[src/verilog/bci_map.svh]
// Register offsets, field positions, reset values and fixed build codes
`ifndef BCI_MAP_SVH
`define BCI_MAP_SVH

`define BCI_OFF_CONF 32'h40000008
`define BCI_OFF_MASK 32'h4000000C
`define BCI_OFF_STAT 32'h40000010
`define BCI_OFF_RAW 32'h40000014
`define BCI_OFF_ACK 32'h40000018

`define BCI_NSRC 9
`define BCI_SEL_LSB 16
`define BCI_SEL_MSB 31
`define BCI_DURING_EVT_BIT 15
`define BCI_MASK_MSB 8

`define BCI_SEL_RST 16'h00FF
`define BCI_DURING_EVT_RST 1'h1
`define BCI_MASK_RST 9'h01F

`define BCI_ADDR_WIDTH_CODE 6'h0E
`define BCI_RF_IF_CODE 7'h08
`define BCI_DUAL_MODE 1'h0
`define BCI_LEVEL_MODE 1'h1
`define BCI_COEX 1'h0
`define BCI_DIAG 1'h1
`define BCI_CIPHER 1'h1
`define BCI_BUS32 1'h1

`endif

[src/verilog/bci_pkg.sv]
// Types shared by the interrupt and configuration block
package bci_pkg;

  typedef struct packed {
    logic radio_ctrl;
    logic fine_target_timer;
    logic gross_target_timer;
    logic fault;
    logic cipher;
    logic end_of_event;
    logic sleep_end;
    logic receive;
    logic base_time;
  } bci_src_t;

  typedef struct packed {
    logic [15:0] slot_counter_irq_select;
    logic base_time_irq_during_event_enable;
    bci_src_t mask;
  } bci_ctrl_t;

  typedef enum logic [1:0] {
    BCI_IDLE,
    BCI_SETUP,
    BCI_ACCESS
  } bci_phase_t;

endpackage

[src/verilog/bci_irq_conf.sv]
// Interrupt mask, status, acknowledge and build configuration registers on APB
//
// Contract
// - Base-time irq when counter matches select bit
// - Control bit 15 gates base-time during events
// - Nine mask bits gate their sources
// - Mask reset: upper four zero, lower five one
// - Status bit is pending and enabled; reserved zero
// - Same source positions in mask and status
// - Level mode flag bit 4 reads one
// - Bits 29:24 read address width 0xE
// - Bits 22:16 read on-chip radio code
// - Bits 13:8 mirror core clock select
// - Bit 0 reads one for 32-bit bus
// - Capability flags bits 1,2 one; 3,5 zero
// - Writing one to ack clears both flags
// - Raw flag pending regardless of mask
`timescale 1ns/1ps
`default_nettype none
`include "bci_map.svh"

module bci_irq_conf (
  input wire logic pclk, // System clock, 125 MHz
  input wire logic presetn, // Asynchronous reset, active low
  input wire logic psel, // APB select
  input wire logic penable, // APB access phase
  input wire logic pwrite, // APB write
  input wire logic [31:0] paddr, // APB byte address
  input wire logic [31:0] pwdata, // APB write data
  output logic [31:0] prdata, // APB read data
  output logic pready, // APB ready
  output logic pslverr, // APB error, unmapped address, write to a read-only register or read of ack
  input wire bci_pkg::bci_src_t src_event, // One-cycle event pulses per source
  input wire logic [3:0] slot_counter, // Current slot counter value
  input wire logic in_event, // Advertising, scan, initiate or connection active
  input wire logic [5:0] core_clock_select, // Operating frequency in MHz
  output logic irq // Combined level interrupt
);

  bci_pkg::bci_ctrl_t ctrl_reg;
  bci_pkg::bci_ctrl_t ctrl_next;
  bci_pkg::bci_src_t raw_reg;
  bci_pkg::bci_src_t raw_next;
  logic [31:0] prdata_reg;
  logic [31:0] prdata_next;
  logic pready_reg;
  logic pslverr_reg;
  logic irq_reg;
  bci_pkg::bci_phase_t phase_reg;
  bci_pkg::bci_phase_t phase_next;

  // Address compare is shared by every register select
  function automatic logic addr_hit(input logic [31:0] addr, input logic [31:0] offset);
    return addr == offset;
  endfunction

  // Masked view of the pending flags, used by the read path and the irq register
  function automatic logic [8:0] masked_pending(input bci_pkg::bci_src_t raw,
      input bci_pkg::bci_src_t mask);
    return raw & mask;
  endfunction

  wire setup = psel && !penable;
  wire access = psel && penable;
  // First access cycle: read data is latched here so that it stands with pready
  wire done = access && (phase_reg == bci_pkg::BCI_SETUP);
  // Completion cycle: writes land on the edge at which the master sees pready
  wire commit = access && pready_reg;
  wire sel_conf = addr_hit(paddr, `BCI_OFF_CONF);
  wire sel_mask = addr_hit(paddr, `BCI_OFF_MASK);
  wire sel_stat = addr_hit(paddr, `BCI_OFF_STAT);
  wire sel_raw = addr_hit(paddr, `BCI_OFF_RAW);
  wire sel_ack = addr_hit(paddr, `BCI_OFF_ACK);
  wire mapped = sel_conf || sel_mask || sel_stat || sel_raw || sel_ack;
  // Read-only registers refuse writes, ack refuses reads
  wire bad = !mapped || (pwrite && (sel_conf || sel_stat || sel_raw)) || (!pwrite && sel_ack);
  // Writes wait for completion so that an abandoned transfer leaves no trace
  wire wr_ok = commit && pwrite && !bad;
  wire wr_mask = wr_ok && sel_mask;
  wire wr_ack = wr_ok && sel_ack;

  wire cs_match = ctrl_reg.slot_counter_irq_select[slot_counter];
  wire cs_allowed = ctrl_reg.base_time_irq_during_event_enable || !in_event;

  bci_pkg::bci_src_t fire;
  always_comb begin
    fire = src_event;
    fire.base_time = src_event.base_time && cs_match && cs_allowed;
  end

  wire [8:0] ack_bits = wr_ack ? pwdata[`BCI_MASK_MSB:0] : 9'h000;
  // raw pending, set wins over acknowledge
  assign raw_next = bci_pkg::bci_src_t'((raw_reg & ~ack_bits) | fire);

  wire [8:0] status = masked_pending(raw_reg, ctrl_reg.mask);
  wire [8:0] status_next = masked_pending(raw_next, ctrl_next.mask);

  always_comb begin
    ctrl_next = ctrl_reg;
    if (wr_mask) begin
      ctrl_next.slot_counter_irq_select = pwdata[`BCI_SEL_MSB:`BCI_SEL_LSB];
      ctrl_next.base_time_irq_during_event_enable = pwdata[`BCI_DURING_EVT_BIT];
      ctrl_next.mask = bci_pkg::bci_src_t'(pwdata[`BCI_MASK_MSB:0]);
    end
  end

  wire [31:0] conf_word = {2'h0, `BCI_ADDR_WIDTH_CODE, 1'h0, `BCI_RF_IF_CODE, 2'h0,
    core_clock_select, 2'h0, `BCI_DUAL_MODE, `BCI_LEVEL_MODE, `BCI_COEX, `BCI_DIAG,
    `BCI_CIPHER, `BCI_BUS32};
  wire [31:0] mask_word = {ctrl_reg.slot_counter_irq_select,
    ctrl_reg.base_time_irq_during_event_enable, 6'h00, ctrl_reg.mask};

  assign prdata_next = !(done && !pwrite && !bad) ? 32'h00000000 :
    sel_conf ? conf_word : sel_mask ? mask_word :
    sel_stat ? {23'h000000, status} : {23'h000000, raw_reg};

  always_comb begin
    phase_next = phase_reg;
    unique case (phase_reg)
      bci_pkg::BCI_IDLE: if (setup) phase_next = bci_pkg::BCI_SETUP;
      bci_pkg::BCI_SETUP: if (access) phase_next = bci_pkg::BCI_ACCESS;
      bci_pkg::BCI_ACCESS: phase_next = setup ? bci_pkg::BCI_SETUP : bci_pkg::BCI_IDLE;
    endcase
  end

  always_ff @(posedge pclk or negedge presetn) begin
    if (!presetn) begin
      ctrl_reg <= {`BCI_SEL_RST, `BCI_DURING_EVT_RST, `BCI_MASK_RST};
      raw_reg <= '0;
      prdata_reg <= 32'h00000000;
      pready_reg <= 1'h0;
      pslverr_reg <= 1'h0;
      irq_reg <= 1'h0;
      phase_reg <= bci_pkg::BCI_IDLE;
    end else begin
      ctrl_reg <= ctrl_next;
      raw_reg <= raw_next;
      prdata_reg <= prdata_next;
      pready_reg <= done;
      pslverr_reg <= done && bad;
      irq_reg <= |status_next;
      phase_reg <= phase_next;
    end
  end

  assign prdata = prdata_reg;
  assign pready = pready_reg;
  assign pslverr = pslverr_reg;
  assign irq = irq_reg;

  // Assertions, all on the bus clock and quiet during reset

  mask_reset_a: assert property (@(posedge pclk)
    $rose(presetn) |-> ctrl_reg.mask == `BCI_MASK_RST)
    else $error("mask reset value wrong");

  sel_reset_a: assert property (@(posedge pclk)
    $rose(presetn) |-> ctrl_reg.slot_counter_irq_select == `BCI_SEL_RST)
    else $error("select reset value wrong");

  evt_reset_a: assert property (@(posedge pclk)
    $rose(presetn) |-> ctrl_reg.base_time_irq_during_event_enable == `BCI_DURING_EVT_RST)
    else $error("event enable reset value wrong");

  mask_write_a: assert property (@(posedge pclk) disable iff (!presetn)
    wr_mask |=> ctrl_reg.mask == $past(pwdata[8:0]))
    else $error("mask not written");

  sel_write_a: assert property (@(posedge pclk) disable iff (!presetn)
    wr_mask |=> ctrl_reg.slot_counter_irq_select == $past(pwdata[31:16]))
    else $error("select not written");

  evt_write_a: assert property (@(posedge pclk) disable iff (!presetn)
    wr_mask |=> ctrl_reg.base_time_irq_during_event_enable == $past(pwdata[15]))
    else $error("event enable not written");

  // Refused write has no effect
  bad_write_a: assert property (@(posedge pclk) disable iff (!presetn)
    access && pwrite && bad |=> ctrl_reg == $past(ctrl_reg))
    else $error("refused write changed control");

  status_gate_a: assert property (@(posedge pclk) disable iff (!presetn)
    status == (raw_reg & ctrl_reg.mask))
    else $error("status not masked raw");

  raw_set_a: assert property (@(posedge pclk) disable iff (!presetn)
    fire.receive |=> raw_reg.receive)
    else $error("raw flag not set");

  raw_fire_a: assert property (@(posedge pclk) disable iff (!presetn)
    fire != 9'h000 |=> (raw_reg & $past(fire)) == $past(fire))
    else $error("event not latched");

  raw_hold_a: assert property (@(posedge pclk) disable iff (!presetn)
    !wr_ack |=> (raw_reg & $past(raw_reg)) == $past(raw_reg))
    else $error("raw flag dropped without ack");

  raw_keep_a: assert property (@(posedge pclk) disable iff (!presetn)
    wr_mask |=> raw_reg == ($past(raw_reg) | $past(fire)))
    else $error("mask write disturbed raw flags");

  ack_clear_a: assert property (@(posedge pclk) disable iff (!presetn)
    wr_ack && pwdata[0] && !fire.base_time |=> !raw_reg.base_time && !status[0])
    else $error("ack did not clear");

  ack_rx_a: assert property (@(posedge pclk) disable iff (!presetn)
    wr_ack && pwdata[1] && !fire.receive |=> !raw_reg.receive && !status[1])
    else $error("receive ack did not clear");

  set_wins_a: assert property (@(posedge pclk) disable iff (!presetn)
    wr_ack && fire.radio_ctrl |=> raw_reg.radio_ctrl)
    else $error("ack beat a new event");

  ack_read_a: assert property (@(posedge pclk) disable iff (!presetn)
    done && !pwrite && sel_ack |=> pslverr && prdata == 32'h00000000)
    else $error("ack read not refused");

  cs_select_a: assert property (@(posedge pclk) disable iff (!presetn)
    src_event.base_time && !ctrl_reg.slot_counter_irq_select[slot_counter]
    && !raw_reg.base_time |=> !raw_reg.base_time)
    else $error("unselected count fired");

  cs_fire_a: assert property (@(posedge pclk) disable iff (!presetn)
    src_event.base_time && ctrl_reg.slot_counter_irq_select[slot_counter]
    && (ctrl_reg.base_time_irq_during_event_enable || !in_event) |=> raw_reg.base_time)
    else $error("selected count did not fire");

  event_block_a: assert property (@(posedge pclk) disable iff (!presetn)
    in_event && !ctrl_reg.base_time_irq_during_event_enable |-> !fire.base_time)
    else $error("base time in event");

  event_allow_a: assert property (@(posedge pclk) disable iff (!presetn)
    src_event.base_time && in_event && ctrl_reg.base_time_irq_during_event_enable
    && ctrl_reg.slot_counter_irq_select[slot_counter] |-> fire.base_time)
    else $error("base time blocked in event");

  irq_level_a: assert property (@(posedge pclk) disable iff (!presetn)
    irq == (|status))
    else $error("irq not equal any status");

  irq_clear_a: assert property (@(posedge pclk) disable iff (!presetn)
    wr_ack && pwdata[8:0] == 9'h1FF && fire == 9'h000 |=> !irq)
    else $error("irq stayed after full ack");

  conf_read_a: assert property (@(posedge pclk) disable iff (!presetn)
    done && !pwrite && sel_conf |=> prdata[29:0] == {6'h0E, 1'h0, 7'h08, 2'h0,
    $past(core_clock_select), 8'h17})
    else $error("config word wrong");

  conf_rsvd_a: assert property (@(posedge pclk) disable iff (!presetn)
    done && !pwrite && sel_conf |=> prdata[31:30] == 2'h0 && !prdata[23])
    else $error("config reserved bits set");

  level_mode_a: assert property (@(posedge pclk) disable iff (!presetn)
    done && !pwrite && sel_conf |=> prdata[4])
    else $error("level mode flag low");

  radio_if_a: assert property (@(posedge pclk) disable iff (!presetn)
    done && !pwrite && sel_conf |=> prdata[22:16] == 7'h08)
    else $error("radio interface code wrong");

  clk_mirror_a: assert property (@(posedge pclk) disable iff (!presetn)
    done && !pwrite && sel_conf |=> prdata[13:8] == $past(core_clock_select))
    else $error("clock select not mirrored");

  bus_width_a: assert property (@(posedge pclk) disable iff (!presetn)
    done && !pwrite && sel_conf |=> prdata[0])
    else $error("bus width flag low");

  cap_flags_a: assert property (@(posedge pclk) disable iff (!presetn)
    done && !pwrite && sel_conf |=> {prdata[5], prdata[3:1]} == 4'h3)
    else $error("capability flags wrong");

  mask_read_a: assert property (@(posedge pclk) disable iff (!presetn)
    done && !pwrite && sel_mask |=> prdata[8:0] == $past(ctrl_reg.mask))
    else $error("mask read positions wrong");

  stat_read_a: assert property (@(posedge pclk) disable iff (!presetn)
    done && !pwrite && sel_stat |=> prdata == {23'h000000, $past(raw_reg & ctrl_reg.mask)})
    else $error("status read wrong");

  raw_read_a: assert property (@(posedge pclk) disable iff (!presetn)
    done && !pwrite && sel_raw |=> prdata == {23'h000000, $past(raw_reg)})
    else $error("raw read wrong");

  // One wait state always
  ready_one_a: assert property (@(posedge pclk) disable iff (!presetn)
    setup ##1 access |=> pready)
    else $error("no ready after access");

  // Unmapped address refused
  slverr_a: assert property (@(posedge pclk) disable iff (!presetn)
    done && !mapped |=> pslverr)
    else $error("unmapped access not refused");

  // Read data zero outside completion
  idle_data_a: assert property (@(posedge pclk) disable iff (!presetn)
    !pready |-> prdata == 32'h00000000)
    else $error("read data outside completion");

  // Main scenarios
  cov_ack_c: cover property (@(posedge pclk) disable iff (!presetn) irq ##[1:20] !irq);
  cov_cs_c: cover property (@(posedge pclk) disable iff (!presetn) fire.base_time);
  cov_err_c: cover property (@(posedge pclk) disable iff (!presetn) pslverr);
  cov_event_c: cover property (@(posedge pclk) disable iff (!presetn) in_event && fire.base_time);
  cov_wins_c: cover property (@(posedge pclk) disable iff (!presetn) wr_ack && fire != 9'h000);

endmodule // bci_irq_conf
`default_nettype wire

[config.mk]
export PLATFORM = sky130hd
export DESIGN_NAME = bci_irq_conf
export DESIGN_NICKNAME = d
export VERILOG_FILES = /design/src/verilog/bci_pkg.sv /design/src/verilog/bci_irq_conf.sv
export VERILOG_INCLUDE_DIRS = /design/src /design/src/verilog
export SDC_FILE = /design/constraint.sdc
export NUM_CORES = 1
export LEC_CHECK = 0
export ABC_AREA = 0
export BUFFER_PORTS_ARGS = -buffer_cell sky130_fd_sc_hd__buf_4
export CAP_MARGIN = 20
export CORE_MARGIN = 2
export CORE_UTILIZATION = 45
export CTS_CLUSTER_SIZE = 25
export DETAILED_ROUTE_END_ITERATION = 12
export PLACE_DENSITY = 0.73
export SLEW_MARGIN = 20
export SYNTH_ARGS = -nofsm -noshare
export SYNTH_HDL_FRONTEND = slang
export SYNTH_SLANG_ARGS = --single-unit
[constraint.sdc]
create_clock -name pclk -period 2.4 [get_ports pclk]
set_input_delay 0.48 -clock pclk [delete_from_list [all_inputs] [get_ports pclk]]
set_output_delay 0.48 -clock pclk [all_outputs]
set_load 0.05 [all_outputs]
== Yosys cells after proc, flatten, opt, wreduce, memory -nomap -nowiden ==
Index checks and enable logic that the tools add are counted.

* Register bits: 72
* Bits of input ports: 89
* Output and inout bits: 35
* Word-level logic and storage cells: 84

* Magnitude comparators: 1
* Equal/unequal tests: 9
* Muxes and demuxes: 12
* Bitwise gates (word level): 5
* Reductions and logical operators: 32

{| class="wikitable"
|+ Operator list
! kind !! number
|-
| == test 32 x 31 -> 1 bit (second input constant) || 5
|-
| 2-to-1 mux 32 bit || 3
|-
| bitwise AND 9 bit || 3
|-
| 2-to-1 mux 9 bit || 3
|-
| logical AND 1 bit || 15
|-
| logical OR 1 bit || 9
|-
| inverter 9 bit || 1
|-
| OR 9 bit || 1
|-
| OR reduction 9 bit || 1
|-
| one-hot mux 2 bit (3 select lines) || 1
|-
| zero test 1 bit || 5
|-
| less-than comparator 4 x 5 -> 1 bit (second input constant) || 1
|-
| binary-select mux 1 bit (select 4 bit) || 1
|-
| 2-to-1 mux 2 bit || 2
|-
| != test 2 bit (second input constant) || 2
|-
| == test 2 x 1 -> 1 bit (second input constant) || 1
|-
| == test 2 bit (second input constant) || 1
|-
| zero test 2 bit || 1
|-
| 2-to-1 mux 1 bit || 2
|-
| AND reduction 2 bit || 1
|}

== Longest topological paths before layout ==
Gate-level depths: netlist (run 1).

* Word-level depth: 17
* Mapped depth: 7
* Gate-level depth less buffers: 6

== Worst setup path before layout (run 1) ==
No wires, ideal clock.

* Kind: input to register
* Start: input port paddr[21]
* End: register irq_reg (netlist: irq)
* Setup time: 0.145 ns
* Arrival time: 2.365 ns
* Data required time: 2.255 ns
* Slack: -0.110 ns
* Stages on the path: 6
* Buffers on the path: 0
* Cells stage by stage: nor4_4 > nand4_4 > nor4_4 > mux2_2 > a2111oi_0 > nand4_1

{| class="wikitable"
|+ RTL lines
! element !! RTL line !! RTL
|-
| start: declaration || bci_irq_conf.sv:28 || <nowiki>input wire logic [31:0] paddr,</nowiki>
|-
| end signal: assignment || bci_irq_conf.sv:141 || <nowiki>irq_reg <= |status_next;</nowiki>
|-
| end: declaration || bci_irq_conf.sv:48 || <nowiki>logic irq_reg;</nowiki>
|}

== Final worst setup path (run 1) ==
* Start: input port paddr[9]
* End: register irq_reg (netlist: irq)

* Cells in the longest elaborated chain, start to end: 17
* Elaborated cells between the ends (all ways): 27
* Classes of those cells: eq/ne: 5; mux: 2; bitwise: 4; reduce/logical: 16

{| class="wikitable"
|+ Ends and longest elaborated chain
! element !! RTL line !! RTL
|-
| == test 32 x 31 -> 1 bit || bci_irq_conf.sv:54 || <nowiki>return addr == offset;</nowiki>
|-
| logical OR 1 bit (4 in series) || bci_irq_conf.sv:74 || <nowiki>wire mapped = sel_conf || sel_mask || sel_stat || sel_raw || sel_ack;</nowiki>
|-
| zero test 1 bit || bci_irq_conf.sv:76 || <nowiki>wire bad = !mapped || (pwrite && (sel_conf || sel_stat || sel_raw)) || (!pwrite && sel_ack);</nowiki>
|-
| logical OR 1 bit (2 in series) || bci_irq_conf.sv:76 ||
|-
| zero test 1 bit || bci_irq_conf.sv:78 || <nowiki>wire wr_ok = commit && pwrite && !bad;</nowiki>
|-
| logical AND 1 bit || bci_irq_conf.sv:78 ||
|-
| logical AND 1 bit || bci_irq_conf.sv:80 || <nowiki>wire wr_ack = wr_ok && sel_ack;</nowiki>
|-
| 2-to-1 mux 9 bit || bci_irq_conf.sv:91 || <nowiki>wire [8:0] ack_bits = wr_ack ? pwdata[`BCI_MASK_MSB:0] : 9'h000;</nowiki>
|-
| inverter 9 bit || bci_irq_conf.sv:93 || <nowiki>assign raw_next = bci_pkg::bci_src_t'((raw_reg & ~ack_bits) | fire);</nowiki>
|-
| bitwise AND 9 bit || bci_irq_conf.sv:93 ||
|-
| OR 9 bit || bci_irq_conf.sv:93 ||
|-
| bitwise AND 9 bit (*) || bci_irq_conf.sv:60 || <nowiki>return raw & mask;</nowiki>
|-
| OR reduction 9 bit (*) || bci_irq_conf.sv:141 ||
|}

Every way passes the cells marked *; elsewhere a longest branch is shown, timed or not.
A chain may end at the register's enable or synchronous reset.

==> flow_summary.json, run 1 <==
{
  "status": "completed",
  "yosys.area.top_type": "dfrtp_1",
  "synth_seq_cells": 71,
  "drv_slew": 0,
  "die_h_um": 87.87,
  "drive_above_1_share": 0.5602,
  "synth_fp_nets": 330,
  "layout_setup_ws_ps": 189.7,
  "clk_latency_ps": 340,
  "clock_sinks": 71,
  "critical_path_arrival_ps": 2420,
  "die_area_sq_um": 7721,
  "grtUsageTotal": 0.2090,
  "root_buffer": "clkbuf_8",
  "synthCells": 241,
  "cp-endpoint": "irq$_DFF_PN0_",
  "synthArstFlopShare": 1.000,
  "finalSetupViolations": 0,
  "finClkSkew_ps": 5.587,
  "dp_hpwl_mm": 5.677,
  "yosys.area.top_type_share": 0.4506,
  "crit_start": "paddr[9]",
  "hold_viol": 0,
  "post_cts_buffers": 0,
  "antenna_found_initial": 0,
  "grt_pass1_wl_mm": 12.01,
  "vias": 2470,
  "startpoint_type": "input pin",
  "ys_seq_area_frac": 0.5668,
  "synth-warning-count": 0,
  "min_path_type": "in2async",
  "drt_wl_total_mm": 7.635,
  "synth_commonest_cells": "dfrtp_1, mux2_2, and3_1, dfstp_2, nand2_1",
  "cts_made_buffers": 9,
  "syn_to_final_growth_pct": 42.02,
  "endpoint_kind": "flip-flop",
  "grt_max_degree": 72,
  "n_antenna_cell": 0,
  "drt_iter0_drc": 123,
  "rows": 30,
  "holdBufCountCts": 0,
  "cts_tree": "done",
  "vdd_drop_max_mv": 0.3464,
  "dieWidth_um": 87.87,
  "period_needed_ps": 2210,
  "clockBufferDepth": 2,
  "critPathMaxFanout": 7,
  "p_leak_uw": 0.002237,
  "vias_per_cell": 5.167,
  "worstPathRequired_ps": 2610,
  "synth_edf_count": 0,
  "placed_cell_area_sq_um": 4290,
  "clkTransAtPathRegs_ps": 80,
  "htree_levels": 3,
  "grt_pass1_vias": 2550,
  "fill_cells": 537,
  "r2r-start": "pready$_DFF_PN0_",
  "coreArea_sq_um": 6794,
  "worstMarginPinSlew_ps": 853.2,
  "final_nets": 466,
  "drcViolationCount": 0,
  "max_freq_mhz": 452.4,
  "synth_most_common_cell": "dfrtp_1",
  "portBuffers": 116,
  "drt_pass1_iterations": 4,
  "io_pins": 124,
  "finalInstanceArea_sq_um": 4496,
  "maxCapViolCount": 0,
  "p_per_area_nw_per_um2": 527.9,
  "ant_nets": 0,
  "gp_congestion": 0.8172,
  "relSlewSlack": 0.4312,
  "reg2reg_slack_ps": 320,
  "post-place-ws_ps": -150.7,
  "largest_reg_flops": 31,
  "overflow": 0,
  "rsz0062_at_grt": "no",
  "synthFlopType": "dfrtp_1",
  "ff2ff_path_depth": 7,
  "syn_area_sq_um": 3166,
  "rr_endpoint": "irq$_DFF_PN0_",
  "avgSynthCellArea_sq_um": 13.14,
  "initial_utilization": 0.4659,
  "synth.area.top_cells": "dfrtp_1, dfstp_2, mux2_2, and3_1, nor4_4",
  "cts_resized": 0,
  "wire_per_inst_um": 15.97,
  "post-route-period-util": 0.9210,
  "synth_cell_type_count": 37,
  "worstSetupPathType": "in2reg"
}
-- cells by family after synthesis --
| family | share of synthesized area |
|---|---|
| simple gates | 0.1771 |
| buf+inv | 0.02490 |
| mux | 0.1281 |
| flops | 0.5668 |
| compound gates | 0.1020 |
| other cells | 0.001185 |
-- per-stage QoR --
step | hold WS [ps] | TNS, ps | std cells | power [uW] | utilization
2_1_floorplan | 184.4 | 0 | 241 | 1265 | -
5_1_grt | 318.5 | 0 | 478 | 2477 | 0.6617
6_report | 226.5 | 0 | 478 | 2373 | 0.6617
3_3_place_gp | 482.4 | -83.60 | 462 | 1418 | 0.6315
3_5_place_dp | 490.1 | -150.7 | 462 | 1422 | 0.6315
4_1_cts | 270.3 | 0 | 478 | 2402 | 0.6617
-- where the power goes --
part | total (uW) | internal, uW | switching (uW) | leakage [uW]
Clock | 976 | 520 | 456 | 0.000101
Combinational | 194 | 105 | 89.1 | 0.00124
Sequential | 1200 | 1200 | 2.23 | 0.000896
-- area by class of cell --
type | count | area (sq um) | share of cell area
clock buffer | 11 | 141.4 | 0.03145
multi-input combinational | 152 | 1328 | 0.2953
timing repair buffer | 133 | 1011 | 0.2249
tap | 96 | 120.1 | 0.02672
inverter | 10 | 37.54 | 0.008350
clock inverter | 5 | 63.81 | 0.01419
sequential | 71 | 1794 | 0.3991
-- worst min-delay path by stage --
stage,start,to,slack [ps]
after floorplan,presetn,ctrl_reg[18]$_DFFE_PN0N_,180
after global placement,raw_reg[7]$_DFF_PN0_,raw_reg[7]$_DFF_PN0_,480
after detailed placement,raw_reg[2]$_DFF_PN0_,raw_reg[2]$_DFF_PN0_,490
after CTS,presetn,pready$_DFF_PN0_,270
after global routing,presetn,pready$_DFF_PN0_,320
final,presetn,pready$_DFF_PN0_,230
-- layer usage --
metal  routed length (um)  part of all wire  track usage  up-vias
li1                     -                 -            -     1177
met1                 3142              0.41       0.2602     1201
met2                 3936              0.52       0.3430       78
met3                  391             0.051      0.04053       14
met4                  164             0.021       0.1161        0
met5                    0                 0            0        -
-- critical path, cell delays in order --
cell	delay, ps
buf_4	120
nor4b_4	340
nand4_4	230
buf_4	200
o41ai_1	410
a311oi_1	140
a2111oi_4	370
nand4_1	120
-- cell usage in the layout (no fill, tap or decap), types with 2 or more instances in the layout --
cell type / synthesis / routed
a21oi_1: 10 / 10
inv_1: 10 / 10
o221a_2: 4 / 4
nor4_4: 6 / 6
a311oi_1: 3 / 3
or2_2: 5 / 5
and4_1: 2 / 2
o22ai_1: 5 / 5
mux2_2: 26 / 23
a21o_1: 3 / 3
a31oi_1: 6 / 6
nand2b_1: 4 / 4
or3_1: 2 / 2
dfstp_2: 14 / 14
o21ai_0: 3 / 3
nand4_4: 2 / 2
mux4_2: 5 / 5
nand2_1: 14 / 14
clkbuf_8: 0 / 10
buf_4: 3 / 132
nand4_1: 2 / 2
a21boi_0: 2 / 2
and3_1: 21 / 21
o41ai_1: 5 / 5
inv_6: 0 / 3
mux2_4: 0 / 3
nor2_1: 9 / 9
nand3_1: 2 / 2
dfrtp_1: 57 / 57
No activity file was read; power rests on OpenSTA's default activity.
==> run 2, diff against run 1 <==
PLACE_DENSITY = default   (was 0.73)
PLACE_DENSITY_LB_ADDON = 0.25   (was default)
==> run 2 against run 1 <==
Compared with the run above:
- first-iteration DRC count increased by 15%
- sequential share of layout area increased by 0.28 points
- sequential power about the same
- clock power decreased by 16%
- fmax increased by 0.65%
- global-route usage decreased by 0.18 points
- critical path type unchanged
==> flow_summary.json, run 2 (synthesis results as in run 1) <==
{
  "status": "completed",
  "endpoint_kind": "flip-flop",
  "drt_wl_total_mm": 7.581,
  "die_area_sq_um": 7721,
  "drt_iter0_drc": 142,
  "wire_per_inst_um": 15.83,
  "initial_utilization": 0.4659,
  "syn_to_final_growth_pct": 41.03,
  "worstPathRequired_ps": 2590,
  "largest_reg_flops": 31,
  "dieWidth_um": 87.87,
  "finish.utilization": 0.6571,
  "cp-endpoint": "irq$_DFF_PN0_",
  "clockBufferDepth": 2,
  "clkTransAtPathRegs_ps": 70,
  "startpoint_type": "input pin",
  "p_per_area_nw_per_um2": 495.2,
  "critPathMaxFanout": 4,
  "htree_levels": 3,
  "drv_slew": 0,
  "root_buffer": "clkbuf_8",
  "hold_viol": 0,
  "gp_congestion": 0.8613,
  "min_path_type": "in2async",
  "antenna_found_initial": 0,
  "vdd_drop_max_mv": 0.2996,
  "critical_path_arrival_ps": 2390,
  "reg2reg_slack_ps": 360,
  "rsz0062_at_grt": "no",
  "crit_start": "paddr[18]",
  "grt_max_degree": 72,
  "vias": 2490,
  "fill_cells": 528,
  "cts_resized": 0,
  "clk_latency_ps": 340,
  "r2r-start": "pready$_DFF_PN0_",
  "n_antenna_cell": 0,
  "p_leak_uw": 0.002224,
  "final_nets": 467,
  "rows": 30,
  "vias_per_cell": 5.198,
  "relSlewSlack": 0.4172,
  "coreArea_sq_um": 6794,
  "holdBufCountCts": 0,
  "ff2ff_path_depth": 7,
  "finClkSkew_ps": 9.079,
  "drt_pass1_iterations": 4,
  "worstSetupPathType": "in2reg",
  "grt_pass1_vias": 2443,
  "grt_pass1_wl_mm": 12.08,
  "stdcell_count": 479,
  "maxCapViolCount": 0,
  "io_pins": 124,
  "overflow": 0,
  "portBuffers": 116,
  "cts_tree": "done",
  "finalSetupViolations": 0,
  "dp_hpwl_mm": 5.637,
  "die_h_um": 87.87,
  "final_common_cell": "buf_4",
  "clock_sinks": 71,
  "drive_above_1_share": 0.5587,
  "rr_endpoint": "irq$_DFF_PN0_",
  "grtUsageTotal": 0.2072,
  "cts_made_buffers": 9,
  "drcViolationCount": 0,
  "mostFrequentLayoutCells": "buf_4, dfrtp_1, mux2_2, and3_1",
  "dp.cells": 463,
  "post_cts_buffers": 0,
  "fin_tns_setup_ps": 0,
  "period_needed_ps": 2196,
  "ant_nets": 0,
  "max_freq_mhz": 455.4,
  "post-route-period-util": 0.9150,
  "worstMarginPinSlew_ps": 874.1
}
run 2: power by group:
part	internal, uW	total (uW)	switching (uW)
sequential	1200	1200	2.29
clock	376	815	439
combinational	105	193	88.0
total	1680	2210	529
run 2: layout make-up:
class	instances	area [sq um]	share of cell area
multi-input combinational	152	1328	0.2974
clock inverter	5	35.03	0.007848
timing repair buffer	134	1018	0.2281
inverter	10	37.54	0.008408
sequential	71	1794	0.4019
tap	96	120.1	0.02691
clock buffer	11	131.4	0.02943
run 2: critical path, cell delays in order:
cell and delay, ps:
buf_4 120, nor4_4 340, nand4_4 160, nor4_4 310
buf_4 190, mux2_4 310, a222oi_1 330, nand4_1 140
run 2: stage by stage:
step	power (uW)	hold slack, ps	setup slack, ps	area (sq um)
2_1_floorplan	1265	184.4	1.577	3201
3_3_place_gp	1418	483.9	-132.1	4298
3_5_place_dp	1421	489.2	-164.6	4298
4_1_cts	2230	289.9	202.0	4464
5_1_grt	2300	325.3	116.2	4464
6_report	2211	253.6	204.0	4464
run 2: worst min-delay path by stage:
stage / endpoint
detailed placement: raw_reg[4]$_DFF_PN0_
global route: prdata[6]$_DFF_PN0_
CTS: pslverr$_DFF_PN0_
finish: prdata[6]$_DFF_PN0_
global placement: raw_reg[4]$_DFF_PN0_
floorplan: ctrl_reg[18]$_DFFE_PN0N_
run 2: layer usage:
metal	wire, um	GRT usage
met5	0	0
met3	379	0.04713
met4	91	0.06434
met2	3859	0.3409
met1	3251	0.2747
==> run 3, diff against run 2 <==
--- a/config.mk
+++ b/config.mk
@@ -14,5 +14,5 @@
 export CTS_CLUSTER_SIZE = 25
 export DETAILED_ROUTE_END_ITERATION = 12
-export PLACE_DENSITY_LB_ADDON = 0.25
+export PLACE_DENSITY = 0.82
 export SLEW_MARGIN = 20
 export SYNTH_ARGS = -nofsm -noshare
==> constraint.sdc (replaced) <==
create_clock -name pclk -period 2.4 [get_ports pclk]
set_input_delay 0.48 -clock pclk [delete_from_list [all_inputs] [get_ports pclk]]
set_output_delay 0.48 -clock pclk [all_outputs]
set_load 0.01 [all_outputs]
==> run 3 against run 2 <==
Compared with the run above:
- design area is essentially flat
- first-iteration DRC count is 34% lower
- final cell count decreased by 0.21%
- highest routed layer unchanged
- clock-buffer cell count up 2
- hold slack lost 16 ps
- sequential share of layout area about the same
- utilization up 0.055 points
==> flow_summary.json, run 3 (synthesis results as in run 1) <==
{
  "cts_resized": 0,
  "vdd_drop_max_mv": 0.3326,
  "hold_slack_ps": 237.8,
  "grt_pass1_wl_mm": 12.32,
  "cts_tree": "done",
  "cts_made_buffers": 9,
  "initial_utilization": 0.4659,
  "use_met2": 0.3629,
  "drt_iter0_drc": 94,
  "clockBufferDepth": 2,
  "vias_per_cell": 5.186,
  "p_per_area_nw_per_um2": 500.0,
  "status": "completed",
  "power.share.clock": 0.378,
  "holdBufCountCts": 0,
  "fin_tns_setup_ps": 0,
  "final_nets": 466,
  "p_sw_frac": 0.2225,
  "drt_wl_total_mm": 7.585,
  "maxCapViolCount": 0,
  "htree_levels": 3,
  "ff2ff_path_depth": 7,
  "dp_hpwl_mm": 5.840,
  "grtUsageTotal": 0.2111,
  "drv_slew": 0,
  "coreArea_sq_um": 6794,
  "hold_viol": 0,
  "root_buffer": "clkbuf_8",
  "critical_path_arrival_ps": 2400,
  "r2r-start": "pready$_DFF_PN0_",
  "final_common_cell": "buf_4",
  "ant_nets": 0,
  "grt_max_degree": 72,
  "clk_latency_ps": 340,
  "stdcell_count": 478,
  "finClkSkew_ps": 5.604,
  "rr_endpoint": "irq$_DFF_PN0_",
  "reg2reg_slack_ps": 380,
  "gr-max-usage-layer": "met2",
  "wire_per_inst_um": 15.87,
  "seq_power_share": 0.539,
  "dp.cells": 462,
  "endpoint_kind": "flip-flop",
  "post-route-period-util": 0.9161,
  "n_antenna_cell": 0,
  "antenna_found_initial": 0,
  "cp-endpoint": "irq$_DFF_PN0_",
  "mostFrequentLayoutCells": "buf_4, dfrtp_1, mux2_2, and3_1",
  "post_cts_buffers": 0,
  "syn_to_final_growth_pct": 41.15,
  "critPathMaxFanout": 6,
  "worstMarginPinSlew_ps": 862.4,
  "power_frac_comb": 0.083,
  "startpoint_type": "input pin",
  "crit_start": "paddr[26]",
  "max_freq_mhz": 454.8,
  "finalSetupViolations": 0,
  "io_pins": 124,
  "drive_above_1_share": 0.5576,
  "period_needed_ps": 2199,
  "worstPathRequired_ps": 2600,
  "relSlewSlack": 0.4250,
  "overflow": 0,
  "gp_congestion": 0.8775,
  "worstSetupPathType": "in2reg",
  "rows": 30,
  "grtUsageMet3": 0.04147,
  "portBuffers": 116,
  "grtUsageMet1": 0.2591,
  "p_leak_uw": 0.002230,
  "vias": 2479,
  "drt_pass1_iterations": 4,
  "rsz0062_at_grt": "no",
  "die_area_sq_um": 7721,
  "largest_reg_flops": 31,
  "clkTransAtPathRegs_ps": 70,
  "die_h_um": 87.87,
  "min_path_type": "in2async",
  "grt_pass1_vias": 2610,
  "p_sw_uw": 497.1,
  "drcViolationCount": 0,
  "internal-power_uw": 1737,
  "dieWidth_um": 87.87,
  "clock_sinks": 71
}
## run 3: changes by cell type in the layout (fill, tap and decap cells not counted)
cell / before / now
clkbuf_8: 9 / 11
clkinv_4: 2 / 1
buf_4: 133 / 132
clkinvlp_4: 1 / 0
## run 3: final cells by class
cell class	instances	area, sq um
Fill cell	539	2326
Tap cell	96	120.1
Clock buffer	13	158.9
Inverter	10	37.54
Multi-Input combinational cell	152	1328
Clock inverter	3	18.77
Sequential cell	71	1794
Timing Repair Buffer	133	1011
## run 3: power by group through the flow
stage | Combinational, uW | Clock (uW) | Sequential [uW]
floorplan | 31.5 | 0 | 1230
global placement | 185 | 0 | 1220
detailed placement | 189 | 0 | 1230
CTS | 190 | 857 | 1200
global route | 205 | 915 | 1200
finish | 187 | 844 | 1200
## run 3: worst min path at each step
stage	from	to	slack (ps)	depth (start not counted)
6_report	presetn	phase_reg[1]$_DFFE_PN0P_	240	1
5_1_grt	presetn	phase_reg[0]$_DFFE_PN0P_	330	1
3_5_place_dp	raw_reg[4]$_DFF_PN0_	raw_reg[4]$_DFF_PN0_	490	1
2_1_floorplan	presetn	ctrl_reg[18]$_DFFE_PN0N_	180	0
3_3_place_gp	raw_reg[7]$_DFF_PN0_	raw_reg[7]$_DFF_PN0_	480	1
4_1_cts	presetn	phase_reg[1]$_DFFE_PN0P_	280	1
## run 3: per-layer routing
metal	up-vias	share of wire
met1	1194	0.40
met4	0	0.025
li1	1177	-
met5	-	0
met3	15	0.056
met2	93	0.52
## run 3: per-stage QoR
step	cell area [sq um]	setup slack (ps)	total power, uW	util
6_report	4468	201.3	2234	0.6576
3_3_place_gp	4290	-119.3	1410	0.6315
5_1_grt	4468	38.59	2323	0.6576
2_1_floorplan	3201	1.577	1258	-
4_1_cts	4468	202.4	2250	0.6576
3_5_place_dp	4290	-162.4	1414	0.6315
## run 3: critical path, cell delays in order
cell and delay [ps]:
buf_4 120, nor4_4 340, nand4_4 230, buf_4 200
o41ai_1 340, nand2b_1 160, a2111oi_4 400, nand4_1 120
